[src/hw/buck_ctrl_defs.vh]
// constants for the buck enable and voltage-setting control block
// assumes inclusion by bare name from the hw/ design files
`ifndef BUCK_CTRL_DEFS_VH
`define BUCK_CTRL_DEFS_VH

// register offsets on the serial interface
`define REG_SETTING_ZERO   8'h00
`define REG_SETTING_ONE    8'h01
`define REG_CONTROL        8'h02

// field positions
`define SOFT_ON_BIT        7
`define CODE_HI            6
`define CODE_LO            0
`define DIS_BIT            7
`define SLEW_HI            6
`define SLEW_LO            4
`define RANGE_BIT          3

// reset values: soft flags set so the pin alone runs the buck
`define SETTING_ZERO_RST   8'hb0
`define SETTING_ONE_RST    8'hb0
`define CONTROL_RST        8'hf0

// slew codes 0..7 are dvs rates; soft-start extends down by 2 steps
`define SLEW_SLOWEST       3'h7
`define MIN_CODE           7'h00
`define RANGE_RST          1'b0
// 600 mV expressed in 6.25 mV steps
`define CODE_OFFSET        14'd96

// timing, clk_sys at 40 MHz
`define CLK_MHZ            40
`define HW_DELAY_US        350
`define SW_DELAY_US        315
`define DVS_DELAY_US       3
// cycle counts are us times CLK_MHZ, sized for the 14-bit delay timer
`define HW_DELAY_CYC       14'd14000
`define SW_DELAY_CYC       14'd12600
`define DVS_DELAY_CYC      14'd120
// one lsb of 6.25 mV at 3.125 mV/us is 2 us = 80 cycles, fastest rate
`define STEP_BASE_CYC      16'd80

// power-good thresholds in percent
`define POK_FALL_PCT       7'd88
`define POK_RISE_PCT       7'd92
`define PCT_FULL           7'd100

`endif

[src/hw/slew_tick.v]
// slew tick divider: one-cycle enable pulse per dac step
// assumes clk_sys at 40 MHz; period doubles per slower slew code
`timescale 1ns/100ps
`default_nettype none
`include "buck_ctrl_defs.vh"

module slew_tick (
  // clock and reset
  input  wire       clk_sys,
  input  wire       reset,
  // control
  input  wire       run,
  input  wire [2:0] slew,
  input  wire       soft_start,
  // tick out
  output reg        tick
);

  reg  [15:0] cnt_q;
  reg  [15:0] period;

  // soft-start rates run two steps slower than dvs, giving ten rates
  always @* begin
    period = `STEP_BASE_CYC << slew;
    if (soft_start)
      period = period << 2;
  end

  always @(posedge clk_sys or posedge reset) begin
    if (reset) begin
      cnt_q <= 16'h0000;
      tick  <= 1'b0;
    end else if (!run) begin
      cnt_q <= 16'h0000;
      tick  <= 1'b0;
    end else if (cnt_q >= period - 16'h0001) begin
      cnt_q <= 16'h0000;
      tick  <= 1'b1;
    end else begin
      cnt_q <= cnt_q + 16'h0001;
      tick  <= 1'b0;
    end
  end

endmodule
`default_nettype wire

[src/hw/delay_timer.v]
// one-shot delay timer, done pulses once after load plus count
// count is captured at load and may change while running
`timescale 1ns/100ps
`default_nettype none

module delay_timer (
  // clock and reset
  input  wire        clk_sys,
  input  wire        reset,
  // control
  input  wire        load,
  input  wire        abort,
  input  wire [13:0] count,
  // status
  output reg         busy,
  output reg         done
);

  reg  [13:0] cnt_q;

  always @(posedge clk_sys or posedge reset) begin
    if (reset) begin
      cnt_q <= 14'h0000;
      busy  <= 1'b0;
      done  <= 1'b0;
    end else begin
      done <= 1'b0;
      if (abort) begin
        busy <= 1'b0;
      end else if (load) begin
        cnt_q <= count;
        busy  <= 1'b1;
      end else if (busy) begin
        if (cnt_q <= 14'h0001) begin
          busy <= 1'b0;
          done <= 1'b1;
        end else begin
          cnt_q <= cnt_q - 14'h0001;
        end
      end
    end
  end

endmodule
`default_nettype wire

[src/hw/buck_ctrl.v]
// buck enable, setting select, soft-start and dvs slew control
// assumes register port from a serial slave on clk_sys; pins asynchronous
`timescale 1ns/100ps
`default_nettype none
`include "buck_ctrl_defs.vh"

module buck_ctrl (
  // clock and reset
  input  wire       clk_sys,
  input  wire       reset,
  // pins from outside
  input  wire       enable_pin,
  input  wire       setting_select_pin,
  // register port from the serial slave
  input  wire       reg_wr,
  input  wire       reg_rd,
  input  wire [7:0] reg_addr,
  input  wire [7:0] reg_wdata,
  output reg  [7:0] reg_rdata,
  // sensed output, as dac-equivalent code plus the 96-code offset
  input  wire [13:0] vout_sense,
  // analog controls
  output reg  [6:0] dac_code,
  output reg        range_high,
  output reg        switching_on,
  output reg        discharge_on,
  output reg        ramp_active,
  output reg        power_good
);

  localparam [3:0] ST_OFF   = 4'b0001;
  localparam [3:0] ST_DELAY = 4'b0010;
  localparam [3:0] ST_SOFT  = 4'b0100;
  localparam [3:0] ST_RUN   = 4'b1000;

  // setting byte to its seven-bit level code
  function [6:0] code_of;
    input [7:0] setting;
    begin
      code_of = setting[`CODE_HI:`CODE_LO];
    end
  endfunction

  // soft-start and run both switch the power stage
  function is_active;
    input [3:0] st;
    begin
      is_active = (st == ST_SOFT) || (st == ST_RUN);
    end
  endfunction

  // level times a percentage, wide enough that nothing overflows
  function [20:0] scale_pct;
    input [13:0] level;
    input [6:0]  pct;
    begin
      scale_pct = level * pct;
    end
  endfunction

  // one lsb toward the target, holding once equal
  function [6:0] step_toward;
    input [6:0] cur;
    input [6:0] tgt;
    begin
      if (cur < tgt)
        step_toward = cur + 7'h01;
      else if (cur > tgt)
        step_toward = cur - 7'h01;
      else
        step_toward = cur;
    end
  endfunction

  reg  [7:0]  setting_zero_q;
  reg  [7:0]  setting_one_q;
  reg  [7:0]  control_q;
  reg  [1:0]  en_sync_q;
  reg  [1:0]  sel_sync_q;
  reg         en_prev_q;
  reg         sel_prev_q;
  reg         flag_prev_q;
  reg  [3:0]  state_q;
  reg  [3:0]  state_d;
  reg         dvs_wait_q;
  reg  [6:0]  target;
  reg         soft_on_flag_selected;
  wire        run_ok;
  wire        en_s;
  wire        sel_s;
  wire        tick;
  wire        tmr_busy;
  wire        tmr_done;
  reg         tmr_load;
  reg  [13:0] tmr_count;
  reg  [13:0] set_x100;
  wire        sel_edge;

  // only the second flop is read downstream
  assign en_s  = en_sync_q[1];
  assign sel_s = sel_sync_q[1];
  // select pin moved since last cycle, already synchronised
  assign sel_edge = (sel_s != sel_prev_q);

  always @(posedge clk_sys or posedge reset) begin
    if (reset) begin
      en_sync_q  <= 2'b00;
      sel_sync_q <= 2'b00;
    end else begin
      en_sync_q  <= {en_sync_q[0], enable_pin};
      sel_sync_q <= {sel_sync_q[0], setting_select_pin};
    end
  end

  // select pin chooses flag and code
  always @* begin
    if (sel_s) begin
      soft_on_flag_selected = setting_one_q[`SOFT_ON_BIT];
      target = code_of(setting_one_q);
    end else begin
      soft_on_flag_selected = setting_zero_q[`SOFT_ON_BIT];
      target = code_of(setting_zero_q);
    end
  end

  assign run_ok = en_s & soft_on_flag_selected;

  // registers only reset by reset, never by enable state
  // writes accepted whatever the pin level
  always @(posedge clk_sys or posedge reset) begin
    if (reset) begin
      setting_zero_q <= `SETTING_ZERO_RST;
      setting_one_q  <= `SETTING_ONE_RST;
      control_q      <= `CONTROL_RST;
    end else if (reg_wr) begin
      case (reg_addr)
        `REG_SETTING_ZERO: setting_zero_q <= reg_wdata;
        `REG_SETTING_ONE:  setting_one_q  <= reg_wdata;
        `REG_CONTROL:      control_q      <= reg_wdata;
        // unmapped addresses leave every register as it was
        default:           setting_zero_q <= setting_zero_q;
      endcase
    end
  end

  always @(posedge clk_sys or posedge reset) begin
    if (reset) begin
      reg_rdata <= 8'h00;
    end else if (reg_rd) begin
      case (reg_addr)
        `REG_SETTING_ZERO: reg_rdata <= setting_zero_q;
        `REG_SETTING_ONE:  reg_rdata <= setting_one_q;
        `REG_CONTROL:      reg_rdata <= control_q;
        // unmapped reads return zero, so probing is harmless
        default:           reg_rdata <= 8'h00;
      endcase
    end
  end

  always @(posedge clk_sys or posedge reset) begin
    if (reset) begin
      // idle pin levels, so no false edge follows reset
      en_prev_q   <= 1'b0;
      sel_prev_q  <= 1'b0;
      flag_prev_q <= 1'b0;
    end else begin
      en_prev_q   <= en_s;
      sel_prev_q  <= sel_s;
      flag_prev_q <= soft_on_flag_selected;
    end
  end

  // one timer serves both start delays and the dvs delay
  // pin edge wins the longer delay when both rise together
  always @* begin
    tmr_load  = 1'b0;
    tmr_count = `DVS_DELAY_CYC;
    if (state_q == ST_OFF && run_ok) begin
      tmr_load = 1'b1;
      if (en_s && !en_prev_q)
        tmr_count = `HW_DELAY_CYC;
      else
        tmr_count = `SW_DELAY_CYC;
    end else if (state_q == ST_RUN && sel_edge) begin
      tmr_load  = 1'b1;
      tmr_count = `DVS_DELAY_CYC;
    end
  end

  // off, delay, soft-start, run; losing run_ok drops straight to off
  always @* begin
    case (state_q)
      ST_OFF:   state_d = run_ok ? ST_DELAY : ST_OFF;
      ST_DELAY: state_d = !run_ok ? ST_OFF :
                          (tmr_done ? ST_SOFT : ST_DELAY);
      ST_SOFT:  state_d = !run_ok ? ST_OFF :
                          (dac_code == target ? ST_RUN : ST_SOFT);
      ST_RUN:   state_d = run_ok ? ST_RUN : ST_OFF;
      default:  state_d = ST_OFF;
    endcase
  end

  always @(posedge clk_sys or posedge reset) begin
    if (reset) begin
      state_q    <= ST_OFF;
      dvs_wait_q <= 1'b0;
    end else begin
      state_q <= state_d;
      // toggle holds dvs stepping until the delay ends
      if (state_q == ST_RUN && sel_edge)
        dvs_wait_q <= 1'b1;
      else if (tmr_done || state_q != ST_RUN)
        dvs_wait_q <= 1'b0;
    end
  end

  delay_timer u_delay (
    .clk_sys (clk_sys),
    .reset   (reset),
    .load    (tmr_load),
    .abort   (!run_ok),
    .count   (tmr_count),
    .busy    (tmr_busy),
    .done    (tmr_done)
  );

  // divider restarts per ramp, since it runs only while steps are owed
  slew_tick u_tick (
    .clk_sys    (clk_sys),
    .reset      (reset),
    .run        ((state_q == ST_SOFT) ||
                 (state_q == ST_RUN && !dvs_wait_q && dac_code != target)),
    .slew       (control_q[`SLEW_HI:`SLEW_LO]),
    .soft_start (state_q == ST_SOFT),
    .tick       (tick)
  );

  // up/down counter, one lsb per tick toward target
  always @(posedge clk_sys or posedge reset) begin
    if (reset) begin
      dac_code <= `MIN_CODE;
    end else if (state_q == ST_OFF || state_q == ST_DELAY) begin
      dac_code <= `MIN_CODE;
    end else if (tick) begin
      dac_code <= step_toward(dac_code, target);
    end
  end

  // range only follows the bit while off, so a ramp never crosses
  // limitation: a range write while running waits for the next off
  always @(posedge clk_sys or posedge reset) begin
    if (reset)
      range_high <= `RANGE_RST;
    else if (state_q == ST_OFF)
      range_high <= control_q[`RANGE_BIT];
  end

  // commanded level in 6.25 mV units, offset 96 codes is 600 mV
  // the high-range gain scales both sides, so it drops out here
  always @* begin
    set_x100 = `CODE_OFFSET + {7'h00, dac_code};
  end

  always @(posedge clk_sys or posedge reset) begin
    if (reset) begin
      switching_on <= 1'b0;
      discharge_on <= 1'b0;
      ramp_active  <= 1'b0;
      power_good   <= 1'b0;
    end else begin
      switching_on <= is_active(state_q);
      // wait for off so discharge never overlaps switching
      discharge_on <= control_q[`DIS_BIT] & ~run_ok & (state_q == ST_OFF);
      ramp_active  <= (state_q == ST_SOFT) || (dac_code != target &&
                      state_q == ST_RUN);
      // compare sensed and set levels in the same units
      if (state_q != ST_RUN)
        power_good <= 1'b0;
      else if (scale_pct(vout_sense, `PCT_FULL) <
               scale_pct(set_x100, `POK_FALL_PCT))
        power_good <= 1'b0;
      else if (scale_pct(vout_sense, `PCT_FULL) >
               scale_pct(set_x100, `POK_RISE_PCT))
        power_good <= 1'b1;
    end
  end

endmodule
`default_nettype wire

[config.mk]
export PLATFORM = sky130hd
export DESIGN_NAME = buck_ctrl
export DESIGN_NICKNAME = d
export VERILOG_FILES = /design/src/hw/slew_tick.v /design/src/hw/delay_timer.v /design/src/hw/buck_ctrl.v
export VERILOG_INCLUDE_DIRS = /design/src /design/src/hw
export SDC_FILE = /design/constraint.sdc
export NUM_CORES = 1
export LEC_CHECK = 0
export BUFFER_PORTS_ARGS = -buffer_cell sky130_fd_sc_hd__buf_4
export CAP_MARGIN = 40
export CORE_MARGIN = 3
export CORE_UTILIZATION = 51
export CTS_BUF_LIST = sky130_fd_sc_hd__clkbuf_4
export CTS_CLUSTER_SIZE = 40
export DETAILED_ROUTE_END_ITERATION = 16
export HOLD_SLACK_MARGIN = 0.1
export PLACE_DENSITY = 0.66
export SYNTH_ARGS = -nofsm -noshare
export SYNTH_HDL_FRONTEND = slang
export SYNTH_SLANG_ARGS = --single-unit
[constraint.sdc]
create_clock -name clk_sys -period 10.2 [get_ports clk_sys]
set_input_delay 1.02 -clock clk_sys [delete_from_list [all_inputs] [get_ports clk_sys]]
set_output_delay 1.02 -clock clk_sys [all_outputs]
set_load 0.05 [all_outputs]
Yosys cells after proc, flatten, opt, wreduce, memory -nomap -nowiden
Cells that the tools add are included.
- register bits after elaboration: 88
- add/subtract/negate cells: 6
- $mul: 3
- magnitude comparators: 6
- eq/ne operators: 11
- shift-type cells: 1
- multiplexer cells: 39
- bitwise logic cells: 4
- reduce and logical (&&, ||, !) cells: 24
- operator list (operator ; count):
    14-bit two-way mux ; 4
    16-bit two-way mux ; 3
    7-bit two-way mux ; 5
    8-bit one-hot mux with 3 select lines ; 1
    21-bit by 15-bit > comparator with 1-bit output ; 1
    21-bit by 15-bit < comparator with 1-bit output ; 1
    14-bit by 5-bit multiplier with 19-bit output, second input constant ; 1
    1-bit two-way mux ; 18
    16-bit by 1-bit adder with 16-bit output, second input constant ; 1
    16-bit >= comparator ; 1
    4-bit one-hot mux with 4 select lines ; 1
    7-bit by 3-bit left shift with 16-bit output, first input constant ; 1
    16-bit by 1-bit subtractor with 16-bit output, second input constant ; 1
    14-bit by 1-bit <= comparator with 1-bit output, second input constant ; 1
    14-bit by 1-bit subtractor with 14-bit output, second input constant ; 1
    8-bit by 5-bit multiplier with 13-bit output, second input constant ; 1
    8-bit by 4-bit multiplier with 12-bit output, second input constant ; 1
    4-bit two-way mux ; 3
    11-bit two-way mux ; 1
    7-bit by 7-bit adder with 8-bit output, first input constant ; 1
    8-bit by 1-bit == test with 1-bit output, second input constant ; 1
    8-bit by 2-bit == test with 1-bit output, second input constant ; 1
    8-bit logical NOT ; 1
    2-bit AND reduction ; 4
    other kinds (23) ; 39

Logic depth before layout (Yosys ltp)
Gate-level depths: netlist (run 1).
- word-level depth: 6
- mapped depth: 20

Hierarchy
Synthesis (run 1) repeated with hierarchy kept, for this count alone.
- cells, all modules: 884
- area total of the unflattened synthesis: 8388.0 sq um
- by module, submodules not included (module ; times used ; cells an instance ; area an instance (sq um)):
    buck_ctrl ; 1 ; 606 ; 5870.6
    slew_tick ; 1 ; 153 ; 1393.8
    delay_timer ; 1 ; 125 ; 1123.6

Worst setup path before layout (run 1)
No wires, ideal clock.
- path type: reg-to-reg
- from: reg dac_code[5]
- to: reg power_good
- library setup time: 0.131 ns
- arrival time: 4.816 ns
- slack: 5.254 ns
- stages on the path, launching flop included: 18
- period minus slack after synthesis: 4.946 ns
- path through: dfrtp_1 -> inv_1 -> ha_1 -> inv_1 -> fa_1 -> inv_1 -> fa_1 -> ha_1 -> a2111oi_0 -> o41ai_1 -> a21oi_1 -> xor2_1 -> ha_1 -> a2111oi_0 -> o21ai_0 -> nor3_1 -> o221a_2 -> a31oi_1
- longest elaborated chain between the ends: 5
- RTL lines (element ; RTL line ; RTL):
    start, declared ; buck_ctrl.v:23 ; output reg [6:0] dac_code,
    start signal, assigned ; buck_ctrl.v:241 ; dac_code <= `MIN_CODE;
    start signal, assigned ; buck_ctrl.v:243 ; dac_code <= `MIN_CODE;
    start signal, assigned ; buck_ctrl.v:245 ; dac_code <= step_toward(dac_code, target);
    7-bit by 7-bit adder with 8-bit output (no line) * ; - ;
    8-bit by 4-bit multiplier with 12-bit output ; buck_ctrl.v:57 ; scale_pct = level * pct;
    21-bit by 15-bit < comparator with 1-bit output ; buck_ctrl.v:279 ; else if (scale_pct(vout_sense, `PCT_FULL) <
    1-bit two-way mux ; buck_ctrl.v:279 ;
    1-bit two-way mux ; buck_ctrl.v:277 ; if (state_q != ST_RUN)
    end signal, assigned ; buck_ctrl.v:278 ; power_good <= 1'b0;
    end signal, assigned ; buck_ctrl.v:281 ; power_good <= 1'b0;
    end signal, assigned ; buck_ctrl.v:284 ; power_good <= 1'b1;
    end, declared ; buck_ctrl.v:28 ; output reg power_good
Mark *: on every way between the ends. The rest lies on a longest branch, timed or not.
A chain may end at the register's enable or synchronous reset.

Worst setup path in the final report (run 1)
Ends and elaborated chain as after synthesis.

==> flow_metrics.tcl, run 1 <==
set metrics [dict create \
    yosys-top-cells-count "131 x ha_1, 110 x inv_1, 77 x dfrtp_1" \
    port-buffer-count 55 \
    overflow 0 \
    clock_sinks 88 \
    hold_path_class "reg -> reg" \
    clk_pin_slew_ns 0.15 \
    route.detailed.drc 0 \
    pin_count 56 \
    path_max_fanout 9 \
    postCtsHoldBufs 0 \
    finalHoldViolCount 0 \
    dieArea_mm2 0.0170 \
    antenna_cells 0 \
    grt_max_degree 56 \
    grtUsageMet1 0.283 \
    worst_slew_pin_slew_ns 0.845 \
    status "complete, no violations" \
    vias 6010 \
    placedInstanceArea_mm2 0.00849 \
    setup-tns-final_ns 0 \
    worstPathArrival_ns 5.55 \
    met2_usage 0.316 \
    worst_clock_skew_ns 0.0280 \
    ys_seq_area_frac 0.280 \
    die_height_um 131 \
    utilization 0.580 \
    power_leakage_nw 4.30 \
    slew_viol_final 0 \
    grt_pass1_vias 5917 \
    nets 1076 \
    peakVddDrop_v 0.000102 \
    yosysMostFrequentCell "ha_1" \
    wl_per_cell_um 15.1 \
    synthArstFlopShare 1.00 \
    avgSynthCellArea_um2 9.53 \
    ant_nets 0 \
    cts_resized 0 \
    fmax_mhz 192 \
    cts_tree "built" \
    timing.final.crit_share 0.510 \
    power_density_mw_per_mm2 116 \
    ys_ff_latch 88 \
    ff2ff_setup_slack_ns 5.00 \
    initial_core_util 0.532 \
    coreArea_mm2 0.0149 \
    ys.flop_type "dfrtp_1" \
    dp_slack_ns 5.06 \
    worstPathCellList "inv_1 -> ha_1 -> inv_1 -> fa_1 -> inv_1 -> fa_1 -> ha_1 -> a2111oi_0 -> o41ai_1 -> a21oi_1 -> xor2_1 -> ha_1 -> a2111oi_0 -> o21ai_0 -> nor3_1 -> o221a_2 -> a31oi_1" \
    cts-buffers-inserted 9 \
    synth.top_cell.area_share 0.244 \
    grt_usage 0.197 \
    rows 44 \
    drtPass1Iterations 5 \
    setup_ws_ns 5.00 \
    synth_area_mm2 0.00791 \
    synth.net_count 1022 \
    drive_gt1_frac 0.159 \
    hpwl_um 13100 \
    vias_per_cell 5.60 \
    crit_path_top_delay_cell "dfrtp_1" \
    die_w_um 131 \
    max-slew-margin-rel 0.433 \
    grt_use_met3 0.0350 \
    routabilityCongestion 0.933 \
    clock-root-buffer "clkbuf_4" \
    critPathBufInv 3 \
    antenna_found_initial 0 \
    start_kind "flop" \
    syn2layout_area_growth_pct 8.96 \
    maxCapViolations 0 \
    post-cts-setup-buffer-count 0 \
    routed_wl_um 16200 \
    synth.area.top_cells "dfrtp_1 24%, ha_1 21%, fa_1 6.3%" \
    busiest_layer "met2" \
    synth_cells 830 \
    initialDrtViolationCount 364 \
    cp-end-kind "flop" \
    ys_types 67 \
    power_mw 1.00 \
    synth_top_area_cell "dfrtp_1" \
    clockBufferDepth 2 \
    crit_family "adder cells" \
    fin_crit_ns 5.20 \
    grt_pass1_wl_um 27500 \
    synth_edf_count 0 \
    fin_area_mm2 0.00862 \
    required_ns 10.55 \
    clock_latency_ns 0.45 \
    grt_setup_unrepaired "no" \
    yosysWarnings 0 \
    crit_type "reg -> reg" \
    finalSetupViolCount 0 \
    htree_levels 3 \
    max_stage_delay_ns 0.65 \
]
sequential cells by signal, summed over array words and instances (netlist names), 2 cells and up:
signal,count
u_tick.cnt_q,16
u_delay.cnt_q,14
control_q,8
reg_rdata,8
setting_one_q,8
setting_zero_q,8
dac_code,7
state_q,4
en_sync_q,2
sel_sync_q,2
worst paths after layout:
check                             start      endpoint  depth (start not counted)
max                         dac_code[5]    power_good                         17
min                        en_sync_q[0]  en_sync_q[1]                          0
max reg2reg                 dac_code[5]    power_good                         17
min reg2reg                en_sync_q[0]  en_sync_q[1]                          0
max in group asynchronous         reset  en_sync_q[0]                          3
min in group asynchronous         reset  reg_rdata[7]                          2
layout by cell type (no fill, tap or decap), types with 11 or more instances in the layout:
master	instances
ha_1	131
inv_1	109
nor2_1	69
mux2_2	34
o21ai_0	31
dfrtp_1	77
xnor2_1	35
fa_1	25
nor3_1	18
nand2_1	35
nand3_1	19
buf_4	57
a21oi_1	47
dfstp_2	11
a21o_1	16
xor2_1	21
cell type report:
| class | instances | area, um^2 |
|---|---|---|
| fillers | 1307 | 6250 |
| clock inverters | 7 | 53.8 |
| flip-flops and latches | 88 | 2220 |
| repair buffers | 58 | 433 |
| inverters | 110 | 414 |
| clock buffers | 9 | 67.6 |
| multi-input cells | 617 | 5200 |
| well taps | 184 | 230 |
per-stage QoR:
step / instances / hold WS (ns)
detailed placement: 1057 / 0.341
finish: 1073 / 0.364
global route: 1073 / 0.384
global placement: 1056 / 0.336
CTS: 1073 / 0.370
floorplan: 830 / 0.331
per-layer routing:
layer / up-vias / share of wire
met5: - / 0
met4: 0 / 0.0067
met3: 9 / 0.041
met2: 135 / 0.46
met1: 2859 / 0.49
li1: 3007 / -
power by group:
part | total (mW) | switching (mW) | internal [mW]
sequential | 0.406 | 0.0288 | 0.377
combinational | 0.420 | 0.235 | 0.185
clock | 0.176 | 0.125 | 0.0517
cells by family (layout without fill, tap and decap cells):
kind of cell    Yosys count  in the layout  synth area share
compound gates          163            163             0.134
xor+xnor                 56             56            0.0620
fa+ha+maj               157            157             0.272
buf+inv                 125            184            0.0620
flops                    88             88             0.280
mux                      45             45            0.0630
simple gates            196            196             0.127
Power figures use the tool's default switching activity.
==> run 2, diff against run 1 <==
--- a/config.mk
+++ b/config.mk
@@ -14,7 +14,7 @@
 export CTS_CLUSTER_SIZE = 40
 export DETAILED_ROUTE_END_ITERATION = 16
 export HOLD_SLACK_MARGIN = 0.1
-export PLACE_DENSITY = 0.66
+export PLACE_DENSITY = 0.69
 export SYNTH_ARGS = -nofsm -noshare
 export SYNTH_HDL_FRONTEND = slang
 export SYNTH_SLANG_ARGS = --single-unit
==> constraint.sdc (replaced) <==
create_clock -name clk_sys -period 4.5 [get_ports clk_sys]
set_input_delay 0.45 -clock clk_sys [delete_from_list [all_inputs] [get_ports clk_sys]]
set_output_delay 0.45 -clock clk_sys [all_outputs]
set_load 0.05 [all_outputs]
==> flow_metrics.tcl, run 2 (synthesized netlist as in run 1, its figures left out) <==
set metrics [dict create \
    die_height_um 131 \
    clock-root-buffer "clkbuf_4" \
    drive_gt1_frac 0.198 \
    rows 44 \
    cp-end-kind "flop" \
    worstPathArrival_ns 4.88 \
    setup-tns-final_ns -0.0212 \
    antenna_found_initial 0 \
    finalSetupViolCount 1 \
    utilization 0.600 \
    violations "setup timing" \
    nets 1098 \
    finalHoldViolCount 0 \
    power_leakage_nw 4.41 \
    vias 5975 \
    route.detailed.drc 0 \
    grt_pass1_vias 5667 \
    fmax_mhz 221 \
    clock_sinks 88 \
    syn2layout_area_growth_pct 12.8 \
    maxCapViolations 0 \
    crit_type "reg -> reg" \
    antenna_cells 0 \
    final_cell_mix "126 x ha_1, 107 x inv_1, 75 x buf_4, 70 x dfrtp_1, 69 x nor2_1" \
    grt_max_degree 47 \
    status "finished, violations left" \
    worst_slew_pin_slew_ns 0.780 \
    routabilityCongestion 0.831 \
    clock_latency_ns 0.47 \
    overflow 0 \
    slew_viol_final 0 \
    pin_count 56 \
    htree_levels 3 \
    fin_crit_ns 4.52 \
    initialDrtViolationCount 319 \
    grt_pass1_wl_um 26300 \
    power_density_mw_per_mm2 254 \
    ant_nets 0 \
    hold_path_class "in -> reg" \
    ff2ff_setup_slack_ns -0.02 \
    reg.largest.list "u_tick.cnt_q x16, u_delay.cnt_q x14" \
    cts-buffers-inserted 9 \
    dieArea_mm2 0.0170 \
    required_ns 4.86 \
    hpwl_um 12400 \
    path_max_fanout 5 \
    largest_register_ffs 16 \
    timing.final.crit_share 1.00 \
    placedInstanceArea_mm2 0.00871 \
    power_mw 2.27 \
    clk_pin_slew_ns 0.14 \
    dp_slack_ns -0.162 \
    fin_area_mm2 0.00892 \
    die_w_um 131 \
    clockBufferDepth 2 \
    worst_clock_skew_ns 0.0190 \
    finalNonFillerCells 1095 \
    grt_usage 0.191 \
    routed_wl_um 15400 \
    vias_per_cell 5.46 \
    grt_setup_unrepaired "yes" \
    initial_core_util 0.532 \
    start_kind "flop" \
    drtPass1Iterations 4 \
    port-buffer-count 55 \
    wl_per_cell_um 14.1 \
    coreArea_mm2 0.0149 \
    regMostFlops "u_tick.cnt_q" \
    final_common_cell "ha_1" \
    cts_tree "built" \
    max-slew-margin-rel 0.477 \
    setup_ws_ns -0.0212 \
    dp_cells 1075 \
    worst_hold_slack_ns 0.228 \
    peakVddDrop_v 0.000231 \
]
## run 2: changes by cell type in the layout (fill, tap and decap cells not counted), moves of 3 or more
| cell | change |
|---|---|
| buf_4 | +18 |
| dfrtp_1 | -7 |
| dfrtp_2 | +7 |
| ha_1 | -5 |
| ha_4 | +4 |
| clkinv_2 | +3 |
| dlygate4sd3_1 | +3 |
## run 2: report_power, final
| part | total (mW) | internal [mW] | switching [mW] |
|---|---|---|---|
| logic | 0.957 | 0.435 | 0.522 |
| registers | 0.919 | 0.854 | 0.0653 |
| clock network | 0.390 | 0.117 | 0.273 |
| total | 2.27 | 1.41 | 0.860 |
## run 2: critical path, stage by stage (launching register included)
cell and delay (ns):
dfrtp_2 0.48, ha_1 0.30, inv_1 0.05, fa_1 0.53
inv_1 0.07, fa_1 0.46, ha_1 0.31, inv_1 0.06
o21bai_2 0.21, a2111oi_4 0.11, or3_1 0.39, xnor2_1 0.13
ha_1 0.29, nand4_1 0.17, nor4_1 0.38, a221oi_1 0.09
o41ai_1 0.08, o221a_2 0.24, a31oi_1 0.07
## run 2: metal layers
metal  vias to the layer above  global-route usage  part of all wire
li1                       3070                   -                 -
met1                      2818               0.284              0.53
met2                        75               0.289              0.43
met3                        12              0.0402             0.033
met4                         0              0.0369            0.0075
met5                         -                   0                 0
## run 2: worst paths after layout
kind	start	endpoint	cells after the start
setup / recovery	dac_code[2]	power_good	18
hold / removal	reg_wdata[1]	setting_zero_q[1]	2
setup reg to reg	dac_code[2]	power_good	18
hold reg to reg	en_sync_q[0]	en_sync_q[1]	0
max in group asynchronous	reset	control_q[7]	4
min in group asynchronous	reset	reg_rdata[7]	3
## run 2: final cells by class
cell class	instances	area, um^2
flip-flops and latches	88	2220
multi-input cells	617	5310
clock inverters	6	35.0
well taps	184	230
fillers	1294	5950
inverters	110	414
repair buffers	80	626
clock buffers	10	75.1
## run 2: repair_timing
action,4_1_cts,5_1_grt
gates resized for setup,5,6
hold endpoints to repair,9,0
pin swaps,6,8
buffers inserted,1,0
endpoints found under the setup margin,1,1
hold buffers,3,0
